$ cat src/rtl/vtr_pkg.sv
package vtr_pkg;

   localparam int          NCH            = 14;

   // Register offsets
   localparam logic [7:0]  OFS_TXCTL      = 8'h01;
   localparam logic [7:0]  OFS_CMD        = 8'h03;
   localparam logic [7:0]  OFS_LINE       = 8'h04;
   localparam logic [7:0]  OFS_PROG       = 8'h05;
   localparam logic [7:0]  OFS_LERR       = 8'h07;
   localparam logic [7:0]  OFS_IRQ        = 8'h09;
   // Channel sets: base + 4 * channel, four registers each
   localparam logic [7:0]  OFS_CH_BASE    = 8'h10;
   localparam logic [7:0]  OFS_CH_END     = 8'h48;
   localparam logic [1:0]  CH_SUB_TAG     = 2'h0;
   localparam logic [1:0]  CH_SUB_TYPE    = 2'h1;
   localparam logic [1:0]  CH_SUB_PTR     = 2'h2;
   localparam logic [1:0]  CH_SUB_LEN     = 2'h3;

   // Command fields
   localparam int          CMD_ACT        = 0;
   localparam int          CMD_IDLE       = 1;
   localparam int          CMD_SLEEP      = 2;
   localparam int          CMD_REARB      = 3;
   // Channel length and status fields
   localparam int          LS_RECV        = 0;
   localparam int          LS_SENT        = 1;
   localparam int          LS_ABORT       = 2;
   localparam int          LS_LEN_LSB     = 3;
   // Channel type fields
   localparam int          TY_REQUEST     = 0;
   localparam int          TY_REPLY       = 1;
   // Line state, last error, interrupt flags
   localparam int          LINE_IDLE      = 0;
   localparam int          LINE_SLEEP     = 1;
   localparam int          LINE_ACTIVE    = 2;
   localparam int          LERR_CV        = 0;
   localparam int          LERR_ACK_FAULT_FLAG      = 1;
   localparam int          LERR_FRAME_CHECK_FAULT_FLAG      = 2;
   localparam int          IRQ_TXFAIL     = 0;
   localparam int          IRQ_TXOK       = 1;
   // Transmission progress fields
   localparam int          PROG_CH_LSB    = 0;
   localparam int          PROG_RTY_LSB   = 4;

   // Reset values
   localparam logic [3:0]  RST_MAX_RETRY  = 4'h0;
   localparam logic [2:0]  RST_CMD        = 3'h2;
   localparam logic [7:0]  RST_TAG        = 8'h00;
   localparam logic [1:0]  RST_TYPE       = 2'h0;
   localparam logic [6:0]  RST_PTR        = 7'h00;
   localparam logic [4:0]  RST_LEN        = 5'h00;
   localparam logic [7:0]  RST_RDATA      = 8'h00;

   typedef enum logic [1:0] {
      MODE_IDLE   = 2'b00,
      MODE_ACTIVE = 2'b01,
      MODE_SLEEP  = 2'b10
   } vtr_mode_t;

   typedef enum logic [1:0] {
      TX_SELECT = 2'b00,
      TX_START  = 2'b01,
      TX_WAIT   = 2'b10
   } vtr_tx_state_t;

   typedef struct packed {
      logic       wr;
      logic       rd;
      logic [7:0] addr;
      logic [7:0] wdata;
   } vtr_host_req_t;

   typedef struct packed {
      logic done;
      logic success;
      logic contention;
      logic code_violation;
      logic ack_fault;
      logic frame_check_fault;
   } vtr_attempt_t;

   typedef struct packed {
      logic       start;
      logic [3:0] chan;
      logic [6:0] ptr;
      logic [4:0] len;
      logic [7:0] tag;
   } vtr_tx_req_t;

endpackage : vtr_pkg

$ cat src/rtl/vtr_retry_counter.sv
`timescale 1ns/10ps
module vtr_retry_counter (
   input  wire logic       clock,
   input  wire logic       rst,
   input  wire logic       load,
   input  wire logic       dec,
   input  wire logic [3:0] limit,
   output logic      [3:0] count,
   output logic      [3:0] retries_done,
   output logic            zero
);
   logic [3:0] count_reg;
   logic [3:0] limit_reg;

   // One counter shared by every channel; load takes the limit as it stands now
   always_ff @(posedge clock) begin
      if (rst) begin
         count_reg <= vtr_pkg::RST_MAX_RETRY;
         limit_reg <= vtr_pkg::RST_MAX_RETRY;
      end else if (load) begin
         count_reg <= limit;
         limit_reg <= limit;
      end else if (dec && count_reg != 4'h0) begin
         count_reg <= count_reg - 4'h1;
      end
   end

   assign count        = count_reg;
   assign zero         = (count_reg == 4'h0);
   assign retries_done = limit_reg - count_reg;
endmodule : vtr_retry_counter

$ cat src/rtl/vtr_link_ctrl.sv
`timescale 1ns/10ps
module vtr_link_ctrl (
   input  wire logic                   clock,
   input  wire logic                   rst,
   input  wire vtr_pkg::vtr_host_req_t host_req,
   output logic                  [7:0] host_rdata,
   input  wire vtr_pkg::vtr_attempt_t  attempt,
   output vtr_pkg::vtr_tx_req_t        tx_req,
   output logic                        txd_oe,
   output logic                        rx_enable,
   output logic                        buffered_clock_out_en
);
   localparam int N = vtr_pkg::NCH;

   logic [7:0]           tag_reg  [N];
   logic [1:0]           type_reg [N];
   logic [6:0]           ptr_reg  [N];
   logic [4:0]           len_reg  [N];
   logic [N-1:0]         sent_reg;
   logic [N-1:0]         recv_reg;
   logic [N-1:0]         abort_reg;
   logic [N-1:0]         halt_reg;
   logic [3:0]           max_retry_field;
   logic [2:0]           cmd_reg;
   logic                 rearb_reg;
   logic [2:0]           lerr_reg;
   logic [1:0]           irq_reg;
   vtr_pkg::vtr_mode_t   mode_reg;
   vtr_pkg::vtr_tx_state_t state_reg;
   logic [3:0]           cur_reg;
   logic                 defer_valid_reg;
   logic [3:0]           defer_ch_reg;
   vtr_pkg::vtr_tx_req_t tx_req_reg;
   logic [7:0]           rdata_reg;
   logic                 oe_reg;
   logic                 clk_en_reg;

   logic [N-1:0]         ready;
   logic [N-1:0]         set_sent;
   logic [N-1:0]         abort_now;
   logic [4:0]           pick_any;
   logic [4:0]           pick_hi;
   logic [3:0]           link_ch;
   logic [3:0]           cnt_retries;
   logic                 cnt_zero;
   logic                 cnt_load;
   logic                 cnt_dec;
   logic                 attempt_end;
   logic                 cur_abort;
   logic                 ok_att;
   logic                 fail_att;
   logic                 give_up;
   logic                 cur_disabled;
   logic                 take_rearb;
   logic                 go_cmd;
   logic                 tx_busy;
   logic                 ch_hit;
   logic [3:0]           ch_idx;
   logic [1:0]           ch_sub;
   logic [7:0]           ch_off;

   // Producer types: data frame, reply request, deferred reply
   function automatic logic is_producer(input logic [1:0] ty, input logic sent,
                                        input logic recv);
      logic req;
      logic rep;
      req = ty[vtr_pkg::TY_REQUEST];
      rep = ty[vtr_pkg::TY_REPLY];
      is_producer = !sent && ((!rep && !req) || (rep && req && !recv) || (rep && !req && recv));
   endfunction : is_producer

   // Lowest set bit, found flag on top
   function automatic logic [4:0] lowest(input logic [N-1:0] vec);
      lowest = 5'h00;
      for (int i = N - 1; i >= 0; i--) begin
         if (vec[i]) begin
            lowest = {1'b1, 4'(i)};
         end
      end
   endfunction : lowest

   assign ch_off = host_req.addr - vtr_pkg::OFS_CH_BASE;
   assign ch_hit = host_req.addr >= vtr_pkg::OFS_CH_BASE && host_req.addr < vtr_pkg::OFS_CH_END;
   assign ch_idx = ch_off[5:2];
   assign ch_sub = ch_off[1:0];

   always_comb begin
      for (int i = 0; i < N; i++) begin
         ready[i] = is_producer(type_reg[i], sent_reg[i], recv_reg[i])
                    && !halt_reg[i] && !abort_reg[i];
      end
   end

   assign pick_any     = lowest(ready);
   assign pick_hi      = lowest(ready & N'((N'(1) << cur_reg) - N'(1)));
   assign attempt_end  = state_reg == vtr_pkg::TX_WAIT && attempt.done;
   assign cur_abort    = abort_reg[cur_reg];
   assign ok_att       = attempt_end && !cur_abort && attempt.success;
   assign fail_att     = attempt_end && !cur_abort && !attempt.success
                         && !attempt.contention;
   assign give_up      = fail_att && cnt_zero;
   assign cur_disabled = !is_producer(type_reg[cur_reg], sent_reg[cur_reg], recv_reg[cur_reg])
                         || halt_reg[cur_reg];
   assign take_rearb   = attempt_end && !cur_abort && !attempt.success && !give_up
                         && !cur_disabled && rearb_reg && pick_hi[4];
   assign go_cmd       = cmd_reg[vtr_pkg::CMD_ACT] && !cmd_reg[vtr_pkg::CMD_IDLE]
                         && !cmd_reg[vtr_pkg::CMD_SLEEP];
   assign tx_busy      = state_reg != vtr_pkg::TX_SELECT || defer_valid_reg;

   // Loaded whenever a channel is taken into service, including resume and preemption
   assign cnt_load = (state_reg == vtr_pkg::TX_SELECT && mode_reg == vtr_pkg::MODE_ACTIVE
                      && ((defer_valid_reg && ready[defer_ch_reg]) || (go_cmd && pick_any[4])))
                     || take_rearb;
   assign cnt_dec  = fail_att && !cnt_zero;

   vtr_retry_counter u_retry (
      .clock        (clock),
      .rst          (rst),
      .load         (cnt_load),
      .dec          (cnt_dec),
      .limit        (max_retry_field),
      .count        (),
      .retries_done (cnt_retries),
      .zero         (cnt_zero)
   );

   always_comb begin
      for (int i = 0; i < N; i++) begin
         abort_now[i] = abort_reg[i] && !(tx_busy && state_reg != vtr_pkg::TX_SELECT
                                          && cur_reg == 4'(i));
         set_sent[i]  = abort_now[i]
                        || (cur_reg == 4'(i) && (ok_att || (attempt_end && cur_abort)));
      end
   end

   // Channel register sets; a hardware set of the sent flag wins over a host write
   always_ff @(posedge clock) begin
      if (rst) begin
         sent_reg  <= '0;
         recv_reg  <= '0;
         abort_reg <= '0;
         halt_reg  <= '0;
         for (int i = 0; i < N; i++) begin
            tag_reg[i]  <= vtr_pkg::RST_TAG;
            type_reg[i] <= vtr_pkg::RST_TYPE;
            ptr_reg[i]  <= vtr_pkg::RST_PTR;
            len_reg[i]  <= vtr_pkg::RST_LEN;
         end
      end else begin
         for (int i = 0; i < N; i++) begin
            if (host_req.wr && ch_hit && ch_idx == 4'(i)) begin
               if (ch_sub == vtr_pkg::CH_SUB_TAG) begin
                  tag_reg[i] <= host_req.wdata;
               end else if (ch_sub == vtr_pkg::CH_SUB_TYPE) begin
                  type_reg[i] <= host_req.wdata[1:0];
               end else if (ch_sub == vtr_pkg::CH_SUB_PTR) begin
                  ptr_reg[i] <= host_req.wdata[6:0];
               end else begin
                  len_reg[i]  <= host_req.wdata[vtr_pkg::LS_LEN_LSB +: 5];
                  recv_reg[i] <= host_req.wdata[vtr_pkg::LS_RECV];
                  sent_reg[i] <= host_req.wdata[vtr_pkg::LS_SENT];
                  halt_reg[i] <= 1'b0;
                  // Abort on a channel already sent is dropped
                  if (host_req.wdata[vtr_pkg::LS_ABORT] && !sent_reg[i]) begin
                     abort_reg[i] <= 1'b1;
                  end
               end
            end
            if (set_sent[i]) begin
               sent_reg[i]  <= 1'b1;
               abort_reg[i] <= 1'b0;
            end
            if (give_up && cur_reg == 4'(i)) begin
               halt_reg[i] <= 1'b1;
            end
         end
      end
   end

   // Control registers
   always_ff @(posedge clock) begin
      if (rst) begin
         max_retry_field <= vtr_pkg::RST_MAX_RETRY;
         cmd_reg         <= vtr_pkg::RST_CMD;
      end else if (host_req.wr && host_req.addr == vtr_pkg::OFS_TXCTL) begin
         max_retry_field <= host_req.wdata[3:0];
      end else if (host_req.wr && host_req.addr == vtr_pkg::OFS_CMD) begin
         cmd_reg[vtr_pkg::CMD_ACT]   <= host_req.wdata[vtr_pkg::CMD_ACT];
         cmd_reg[vtr_pkg::CMD_IDLE]  <= host_req.wdata[vtr_pkg::CMD_IDLE];
         // Sleep stays until idle or activate is written without it
         cmd_reg[vtr_pkg::CMD_SLEEP] <= host_req.wdata[vtr_pkg::CMD_SLEEP]
            || (cmd_reg[vtr_pkg::CMD_SLEEP] && !host_req.wdata[vtr_pkg::CMD_ACT]
                && !host_req.wdata[vtr_pkg::CMD_IDLE]);
      end
   end

   // Rearbitrate is a command strobe held until a channel is preempted or service ends
   always_ff @(posedge clock) begin
      if (rst) begin
         rearb_reg <= 1'b0;
      end else if (host_req.wr && host_req.addr == vtr_pkg::OFS_CMD
                   && host_req.wdata[vtr_pkg::CMD_REARB]) begin
         rearb_reg <= 1'b1;
      end else if (take_rearb || state_reg == vtr_pkg::TX_SELECT) begin
         rearb_reg <= 1'b0;
      end
   end

   // Operating mode
   always_ff @(posedge clock) begin
      if (rst) begin
         mode_reg <= vtr_pkg::MODE_IDLE;
      end else if (cmd_reg[vtr_pkg::CMD_SLEEP]) begin
         mode_reg <= vtr_pkg::MODE_SLEEP;
      end else if (go_cmd) begin
         mode_reg <= vtr_pkg::MODE_ACTIVE;
      end else if (mode_reg == vtr_pkg::MODE_ACTIVE && tx_busy) begin
         mode_reg <= vtr_pkg::MODE_ACTIVE;
      end else begin
         mode_reg <= vtr_pkg::MODE_IDLE;
      end
   end

   // Transmit sequencing; sleep drops all internal transmit state at once
   always_ff @(posedge clock) begin
      if (rst || mode_reg != vtr_pkg::MODE_ACTIVE) begin
         state_reg       <= vtr_pkg::TX_SELECT;
         cur_reg         <= 4'h0;
         defer_valid_reg <= 1'b0;
         defer_ch_reg    <= 4'h0;
      end else begin
         case (state_reg)
            vtr_pkg::TX_SELECT: begin
               if (defer_valid_reg && ready[defer_ch_reg]) begin
                  cur_reg         <= defer_ch_reg;
                  defer_valid_reg <= 1'b0;
                  state_reg       <= vtr_pkg::TX_START;
               end else if (go_cmd && pick_any[4]) begin
                  cur_reg         <= pick_any[3:0];
                  defer_valid_reg <= 1'b0;
                  state_reg       <= vtr_pkg::TX_START;
               end else begin
                  defer_valid_reg <= 1'b0;
               end
            end
            vtr_pkg::TX_START: begin
               state_reg <= ready[cur_reg] ? vtr_pkg::TX_WAIT : vtr_pkg::TX_SELECT;
            end
            vtr_pkg::TX_WAIT: begin
               if (take_rearb) begin
                  defer_valid_reg <= 1'b1;
                  defer_ch_reg    <= cur_reg;
                  cur_reg         <= pick_hi[3:0];
                  state_reg       <= vtr_pkg::TX_START;
               end else if (attempt_end) begin
                  if (cur_abort || attempt.success || give_up || cur_disabled) begin
                     state_reg <= vtr_pkg::TX_SELECT;
                  end else begin
                     state_reg <= vtr_pkg::TX_START;
                  end
               end
            end
            default: begin
               state_reg <= vtr_pkg::TX_SELECT;
            end
         endcase
      end
   end

   // Request to the frame engine; linked channels borrow the target's mailbox
   assign link_ch = ptr_reg[cur_reg][3:0];
   always_ff @(posedge clock) begin
      if (rst) begin
         tx_req_reg <= '0;
      end else begin
         tx_req_reg.start <= state_reg == vtr_pkg::TX_START && ready[cur_reg]
                             && mode_reg == vtr_pkg::MODE_ACTIVE;
         tx_req_reg.chan  <= cur_reg;
         tx_req_reg.tag   <= tag_reg[cur_reg];
         if (len_reg[cur_reg] == 5'h00) begin
            tx_req_reg.ptr <= ptr_reg[link_ch];
            tx_req_reg.len <= len_reg[link_ch];
         end else begin
            tx_req_reg.ptr <= ptr_reg[cur_reg];
            tx_req_reg.len <= len_reg[cur_reg];
         end
      end
   end

   // Error cause and interrupt flags; a new event wins over a clear
   always_ff @(posedge clock) begin
      if (rst) begin
         lerr_reg <= 3'h0;
      end else if (fail_att) begin
         lerr_reg[vtr_pkg::LERR_CV]   <= attempt.code_violation;
         lerr_reg[vtr_pkg::LERR_ACK_FAULT_FLAG] <= attempt.ack_fault;
         lerr_reg[vtr_pkg::LERR_FRAME_CHECK_FAULT_FLAG] <= attempt.frame_check_fault;
      end
   end

   always_ff @(posedge clock) begin
      if (rst) begin
         irq_reg <= 2'h0;
      end else begin
         if (host_req.wr && host_req.addr == vtr_pkg::OFS_IRQ) begin
            irq_reg <= irq_reg & ~host_req.wdata[1:0];
         end
         if (give_up) begin
            irq_reg[vtr_pkg::IRQ_TXFAIL] <= 1'b1;
         end
         if (ok_att) begin
            irq_reg[vtr_pkg::IRQ_TXOK] <= 1'b1;
         end
      end
   end

   // Line pins follow the mode
   always_ff @(posedge clock) begin
      if (rst) begin
         oe_reg     <= 1'b0;
         clk_en_reg <= 1'b1;
      end else begin
         oe_reg     <= mode_reg == vtr_pkg::MODE_ACTIVE;
         clk_en_reg <= mode_reg != vtr_pkg::MODE_SLEEP;
      end
   end

   // Register reads answer one cycle after the strobe, also in sleep
   always_ff @(posedge clock) begin
      if (rst) begin
         rdata_reg <= vtr_pkg::RST_RDATA;
      end else if (host_req.rd) begin
         rdata_reg <= 8'h00;
         if (host_req.addr == vtr_pkg::OFS_TXCTL) begin
            rdata_reg <= {4'h0, max_retry_field};
         end else if (host_req.addr == vtr_pkg::OFS_CMD) begin
            rdata_reg <= {5'h00, cmd_reg};
         end else if (host_req.addr == vtr_pkg::OFS_LINE) begin
            rdata_reg[vtr_pkg::LINE_IDLE]   <= mode_reg == vtr_pkg::MODE_IDLE;
            rdata_reg[vtr_pkg::LINE_SLEEP]  <= mode_reg == vtr_pkg::MODE_SLEEP;
            rdata_reg[vtr_pkg::LINE_ACTIVE] <= mode_reg == vtr_pkg::MODE_ACTIVE;
         end else if (host_req.addr == vtr_pkg::OFS_PROG) begin
            rdata_reg[vtr_pkg::PROG_RTY_LSB +: 4] <= cnt_retries;
            rdata_reg[vtr_pkg::PROG_CH_LSB +: 4]  <= cur_reg;
         end else if (host_req.addr == vtr_pkg::OFS_LERR) begin
            rdata_reg <= {5'h00, lerr_reg};
         end else if (host_req.addr == vtr_pkg::OFS_IRQ) begin
            rdata_reg <= {6'h00, irq_reg};
         end else if (ch_hit) begin
            if (ch_sub == vtr_pkg::CH_SUB_TAG) begin
               rdata_reg <= tag_reg[ch_idx];
            end else if (ch_sub == vtr_pkg::CH_SUB_TYPE) begin
               rdata_reg <= {6'h00, type_reg[ch_idx]};
            end else if (ch_sub == vtr_pkg::CH_SUB_PTR) begin
               rdata_reg <= {1'b0, ptr_reg[ch_idx]};
            end else begin
               rdata_reg <= {len_reg[ch_idx], abort_reg[ch_idx], sent_reg[ch_idx],
                             recv_reg[ch_idx]};
            end
         end
      end
   end

   assign host_rdata            = rdata_reg;
   assign tx_req                = tx_req_reg;
   assign txd_oe                = oe_reg;
   assign rx_enable             = oe_reg;
   assign buffered_clock_out_en = clk_en_reg;
endmodule : vtr_link_ctrl

$ cat config.mk
export PLATFORM = sky130hd
export DESIGN_NAME = vtr_link_ctrl
export DESIGN_NICKNAME = d
export VERILOG_FILES = /design/src/rtl/vtr_pkg.sv /design/src/rtl/vtr_retry_counter.sv /design/src/rtl/vtr_link_ctrl.sv
export SDC_FILE = /design/constraint.sdc
export NUM_CORES = 1
export LEC_CHECK = 0
export BUFFER_PORTS_ARGS = -buffer_cell sky130_fd_sc_hd__buf_4
export CORE_MARGIN = 2
export CORE_UTILIZATION = 40
export DETAILED_ROUTE_END_ITERATION = 10
export PLACE_DENSITY = 0.58
export SYNTH_ARGS = -nofsm -noshare
export SYNTH_HDL_FRONTEND = slang
export SYNTH_SLANG_ARGS = --single-unit
$ cat constraint.sdc
create_clock -name clock -period 8.3 [get_ports clock]
set_input_delay 1.245 -clock clock [delete_from_list [all_inputs] [get_ports clock]]
set_output_delay 1.245 -clock clock [all_outputs]
set_load 0.05 [all_outputs]
==> results of run 1 <==
==> synth_stat cells, types with 15 or more instances <==
cell | instances | share of area, %
nor2_1 | 339 | 5.1
o21ai_0 | 63 | 1.3
a22o_1 | 16 | 0.57
dfxtp_1 | 129 | 10
xnor2_1 | 18 | 0.64
buf_2 | 39 | 0.79
nand4_1 | 20 | 0.51
mux2i_1 | 141 | 5.7
a31oi_1 | 24 | 0.61
a21oi_1 | 68 | 1.4
inv_1 | 34 | 0.52
nor2b_1 | 22 | 0.56
nor3_1 | 33 | 0.67
clkbuf_1 | 98 | 1.5
and2_1 | 21 | 0.53
a211oi_1 | 20 | 0.61
mux2_2 | 37 | 1.7
edfxtp_1 | 308 | 37
o211ai_1 | 15 | 0.45
nand2_1 | 218 | 3.3
mux4_2 | 179 | 16
buf_1 | 19 | 0.29
nand2b_1 | 21 | 0.53
nand3_1 | 51 | 1.0
a22oi_1 | 26 | 0.79
==> critical path, stage by stage, from the launching register on <==
cell and delay, ns:
dfxtp_1 0.30, buf_4 0.36, inv_1 0.36, buf_4 0.30, nand2_1 0.17, nor2_1 0.11
inv_1 0.13, ha_1 0.58, and2_1 0.23, o211ai_1 0.10, a311o_1 0.46, o2111ai_1 0.16
nor2_1 0.12, nand4_1 0.18, and4_1 0.50, nor2_1 0.16, a211oi_1 0.57
==> metal layers <==
metal	vias up	GRT usage (%)	share of wire, %
li1	8151	-	-
met1	9862	38.94	41
met2	1269	41.18	45
met3	170	4.523	11
met4	2	8.453	3.0
met5	-	0	0.014
==> logic make-up (layout without fill, tap and decap cells) <==
kind of cell | Yosys count | in the layout | share of synthesized area (%)
AOI/OAI and AO/OA | 335 | 335 | 9.167
DFF | 437 | 437 | 47.76
buffers and inverters | 207 | 227 | 3.606
xor gates and xnor gates | 20 | 20 | 0.7071
other | 0 | 1 | 0
muxes | 366 | 366 | 24.12
adders and majority gates | 12 | 12 | 0.6364
and+or+nand+nor | 782 | 782 | 14.01
==> layout by cell type (no fill, tap or decap), types with 8 or more instances in the layout <==
cell / instances
nor2_1: 338
edfxtp_1: 308
nand2_1: 217
mux4_2: 179
mux2i_1: 141
dfxtp_1: 125
buf_4: 96
a21oi_1: 68
o21ai_0: 63
clkbuf_16: 53
nand3_1: 51
mux2_2: 37
inv_1: 34
nor3_1: 32
a22oi_1: 26
a31oi_1: 24
nor2b_1: 22
nand2b_1: 21
and2_1: 21
nand4_1: 20
a211oi_1: 20
xnor2_1: 18
a22o_1: 16
o211ai_1: 15
o22ai_1: 13
nor3b_1: 13
nor4_1: 11
ha_1: 11
clkinv_1: 10
and3_1: 9
o21ai_1: 9
clkinv_2: 8
==> final cells by class <==
cell class / count / area (µm²) / share of cell area (%)
inverter: 37 / 138.9 / 0.5047
antenna: 1 / 2.502 / 0.009094
timing repair buffer: 97 / 732.0 / 2.660
tap: 790 / 988.4 / 3.592
clock buffer: 61 / 1376 / 5.002
clock inverter: 32 / 352.8 / 1.282
multi-input combinational: 1515 / 12090 / 43.92
sequential: 437 / 11840 / 43.03
==> report_power, final <==
group,leakage [nW],internal [mW],total (mW),switching (mW)
clock network,0.835,1.40,2.34,0.947
registers,3.98,2.44,2.52,0.0818
logic,4.70,0.231,0.607,0.376
==> through the flow <==
step | power (mW) | util [%]
finish | 5.469 | 44.76
global route | 5.603 | 44.75
CTS | 5.482 | 44.75
detailed placement | 3.153 | 41.94
global placement | 3.144 | 41.94
floorplan | 2.918 | -
==> worst max path at each step <==
stage | start | to | slack [ns]
2_1_floorplan | host_req[12] | tag_reg[11][0] | 3.53
3_3_place_gp | host_req[12] | len_reg[5][0] | 2.95
3_5_place_dp | host_req[12] | len_reg[5][3] | 2.82
4_1_cts | host_req[12] | len_reg[5][4] | 3.44
5_1_grt | host_req[12] | tag_reg[3][4] | 3.00
6_report | cur_reg[3] | cur_reg[0] | 3.29
==> results.yml, run 1 <==
grt:
  track_usage_pct: 26.88
  globalRouteOverflowTotal: 0
  antenna_found_initial: 2
  grt_pass1_wl_um: 126300
  grt_max_degree: 63
  grt_pass1_vias: 18540
critical_path:
  r2r.worst_path.cells: 16
  worst_setup_path_end_kind: "flop"
  timing.rr.end: "cur_reg[0]"
  reg2reg_slack_ns: 3.29
  cp_max_fo: 33
  critPathRequiredTime_ns: 8.71
  reg2reg_from: "cur_reg[3]"
  start_kind: "flop"
  cp.arrival_ns: 5.42
  critical_path_class: "flop to flop"
clocking:
  path_clk_slew_ns: 0.07
  clk_latency_ns: 0.61
  clock-sinks: 437
  numCtsBuffers: 50
  cts_setup_buffers: 0
  cts_root_buf: "clkbuf_16"
  h-tree-depth: 2
  cts_resized: 0
  clk_path_buf_depth: 3
  cts_tree: "done"
  cts_hold_buf: 0
timing:
  finalMaxSlewViolations: 0
  worstMarginPinSlew_ns: 1.249
  max_freq_ghz: 0.1997
  finalHoldViolCount: 0
  relSlewSlack_pct: 16.14
  clock_skew_ns: 0.02479
  period_needed_ns: 5.008
  finalSetupViolations: 0
  tns_ns: 0
  worst_hold_slack_ns: 0.4896
  rsz0062_at_grt: "no"
  period_share_pct: 60.34
  layout_setup_ws_ns: 3.292
min_path:
  holdPathStages: 2
  hold_start: "defer_valid_reg"
  min_path_type: "flop to flop"
  min_to: "defer_valid_reg"
route:
  drtAntennaViolNets: 0
  wl_per_cell_um: 29.07
  remaining_drc_errors: 0
  dr_total_vias: 19450
  vias_per_cell: 6.550
  drt_pass1_iterations: 6
  drt_wl_total_um: 86330
  first_iter_violations: 2763
floorplanning:
  rows: 91
  die_y_um: 252.9
  die_area_um2: 63940
  design.core.area_um2: 61480
  boundaryPins: 62
  initial_utilization_pct: 40.29
  die_w_um: 252.9
run:
  drv_cap: 0
logic_synthesis:
  ys.flop_type: "edfxtp_1"
  ys_seq_area_share_pct: 47.76
  async_flop_share_pct: 0
  synth_area_um2: 24770
  avgSynthCellArea_um2: 11.47
  ys_ff_latch: 437
  synth_cell_types: 84
  synth_warnings: 0
  synth_edf_count: 308
  synth_fp_nets: 2197
  syn_inst: 2159
place:
  portBuffers: 61
  gp_congestion: 0.9445
  dp_worst_setup_slack_ns: 2.820
  placed_cells: 2876
  place_area_um2: 25790
  hpwl_um: 60450
outcome:
  status: "complete, no violations"
finish:
  finalInstanceArea_um2: 27520
  nNetsFinal: 2176
  areaGrowthSynthToFinish_pct: 11.08
  fin_cells: 2970
  fillerInstances: 5640
  largest_reg_flops: 112
  drive_gt1_share_pct: 19.23
power:
  p_per_area_nw_per_um2: 198.8
  ir_drop_mv: 0.1484
  cellLeakagePower_nw: 9.521
No activity file was read; power rests on OpenSTA's default activity.
==> run 2, diff against run 1 <==
--- a/config.mk
+++ b/config.mk
@@ -9,7 +9,7 @@
 export CORE_MARGIN = 2
 export CORE_UTILIZATION = 40
 export DETAILED_ROUTE_END_ITERATION = 10
-export PLACE_DENSITY = 0.58
+export PLACE_DENSITY = 0.6
 export SYNTH_ARGS = -nofsm -noshare
 export SYNTH_HDL_FRONTEND = slang
 export SYNTH_SLANG_ARGS = --single-unit
==> constraint.sdc (replaced) <==
create_clock -name clock -period 4.5 [get_ports clock]
set_input_delay 0.675 -clock clock [delete_from_list [all_inputs] [get_ports clock]]
set_output_delay 0.675 -clock clock [all_outputs]
set_load 0.05 [all_outputs]
==> run 2 against run 1 <==
  * Via count is 0.17% lower
  * Power is 84% higher
  * Hold slack worse by 0.18 ns
  * Routed wire length is 2.0% lower
  * First-iteration DRC count is 1.8% lower
  * Register-to-register slack worse by 2.6 ns
  * Clock power is 83% higher
  * Combinational power is 86% higher
  * Die area stayed put
  * Critical path type unchanged
==> results.yml, run 2 (synthesized netlist as in run 1, its figures left out) <==
power:
  p_sw_share_pct: 25.86
  ir_drop_mv: 0.2366
  seq_power_share_pct: 46.1
  internal_power_mw: 7.450
  clkPwrFrac_pct: 42.6
  cellLeakagePower_nw: 9.759
  p_per_area_nw_per_um2: 360.4
  total_power_mw: 10.05
  p_comb_share_pct: 11.2
  power.switching_mw: 2.598
grt:
  grt_pass1_wl_um: 125000
  antenna_found_initial: 1
  grt_pass1_vias: 18630
  globalRouteOverflowTotal: 0
  grt_max_degree: 53
  track_usage_pct: 26.39
min_path:
  min_to: "lerr_reg[2]"
  holdPathStages: 3
  hold_start: "attempt[0]"
  min_path_type: "input port to flop"
floorplanning:
  die_y_um: 252.9
  design.core.area_um2: 61480
  rows: 91
  die_area_um2: 63940
  boundaryPins: 62
  initial_utilization_pct: 40.29
  die_w_um: 252.9
place:
  hpwl_um: 61110
  gp_congestion: 0.9724
  portBuffers: 61
  placed_cells: 2918
  dp_worst_setup_slack_ns: 0.8240
critical_path:
  start_kind: "flop"
  cp.arrival_ns: 4.33
  worst_setup_path_end_kind: "flop"
  cp.depth: 13
  crit_top_cell: "o2111ai_1"
  reg2reg_from: "cur_reg[1]"
  cp_num_buf_inv: 1
  r2r.worst_path.cells: 13
  critical_path_class: "flop to flop"
  cp_slowest_cell: "ha_1"
  critPathRequiredTime_ns: 5.04
  crit_family: "simple AND/OR/NAND/NOR gates"
  reg2reg_slack_ns: 0.72
  cp_max_fo: 18
  cp_slowest_stage_delay_ns: 0.43
  path_cells: "or2_2, nor3_1, inv_1, ha_1, and2_1, o211ai_1, a311o_1, o2111ai_1, nor2_1, nand4_1, and4_1, o2111ai_1, o311a_1"
timing:
  period_share_pct: 84.06
  clock_skew_ns: 0.02994
  relSlewSlack_pct: 24.22
  tns_ns: 0
  max_freq_ghz: 0.2644
  worstMarginPinSlew_ns: 1.136
  finalHoldViolCount: 0
  finalSetupViolations: 0
  period_needed_ns: 3.783
  layout_setup_ws_ns: 0.7172
  finalMaxSlewViolations: 0
  rsz0062_at_grt: "no"
clocking:
  h-tree-depth: 2
  path_clk_slew_ns: 0.07
  cts_tree: "done"
  clk_path_buf_depth: 3
  clock-sinks: 437
  numCtsBuffers: 50
  clk_latency_ns: 0.61
  cts_resized: 0
  cts_root_buf: "clkbuf_16"
  cts_setup_buffers: 0
  cts_hold_buf: 0
finish:
  drive_gt1_share_pct: 20.85
  areaGrowthSynthToFinish_pct: 12.53
  final_common_cell: "nor2_1"
  fillerInstances: 5683
  multi_input_comb_area_um2: 12080
  nNetsFinal: 2218
  fin_cells: 3012
  regArea_um2: 11840
  largest_reg_flops: 112
  layout_common_cells: "nor2_1 (339), edfxtp_1 (308), nand2_1 (218)"
route:
  first_iter_violations: 2713
  dr_total_vias: 19420
  drt_pass1_iterations: 6
  wl_per_cell_um: 28.08
  drt_wl_total_um: 84570
  remaining_drc_errors: 0
  vias_per_cell: 6.448
  drtAntennaViolNets: 0
run:
  drv_cap: 0
outcome:
  status: "complete, no violations"
run 2: metrics by stage:
| step | hold slack, ns | cell area, µm² | util (%) |
|---|---|---|---|
| 2_1_floorplan | 0.4462 | 24770 | - |
| 3_3_place_gp | 0.4694 | 26150 | 42.54 |
| 3_5_place_dp | 0.4658 | 26150 | 42.54 |
| 4_1_cts | 0.2875 | 27870 | 45.34 |
| 5_1_grt | 0.3051 | 27880 | 45.34 |
| 6_report | 0.3089 | 27880 | 45.34 |
run 2: tightest hold or removal path, stage by stage:
cell,delay (ns)
buf_4,0.08
mux2i_1,0.05
nor2_1,0.07
run 2: worst max path at each step:
| stage | from | endpoint | slack (ns) |
|---|---|---|---|
| after global placement | cur_reg[1] | u_retry.limit_reg[3] | 0.90 |
| after floorplan | host_req[12] | tag_reg[11][0] | 0.30 |
| after global routing | cur_reg[1] | flop | 0.46 |
| after CTS | cur_reg[1] | u_retry.limit_reg[1] | 0.78 |
| after detailed placement | cur_reg[1] | u_retry.limit_reg[1] | 0.82 |
| final | cur_reg[1] | flop | 0.72 |
run 2: cell type report:
type / instances / share of cell area [%]
timing repair buffer: 139 / 3.981
clock inverter: 29 / 0.9740
multi-input combinational: 1515 / 43.32
inverter: 37 / 0.4982
antenna: 1 / 0.008977
clock buffer: 64 / 5.197
sequential: 437 / 42.48
tap: 790 / 3.546
run 2: metal layers:
layer / global-route usage (%) / up-vias / routed length [µm]
met2: 41.11 / 1255 / 38380
li1: - / 8230 / -
met1: 36.72 / 9750 / 34230
met4: 8.436 / 0 / 2830
met5: 0 / - / 0
met3: 5.787 / 186 / 9137
run 2: power groups by stage:
stage               Clock [mW]  Combinational, mW  Sequential (mW)
finish                    4.28               1.13             4.64
global route              4.49               1.18             4.65
CTS                       4.33               1.11             4.63
detailed placement           0               1.11             4.71
global placement             0               1.10             4.70
floorplan                    0              0.689             4.69
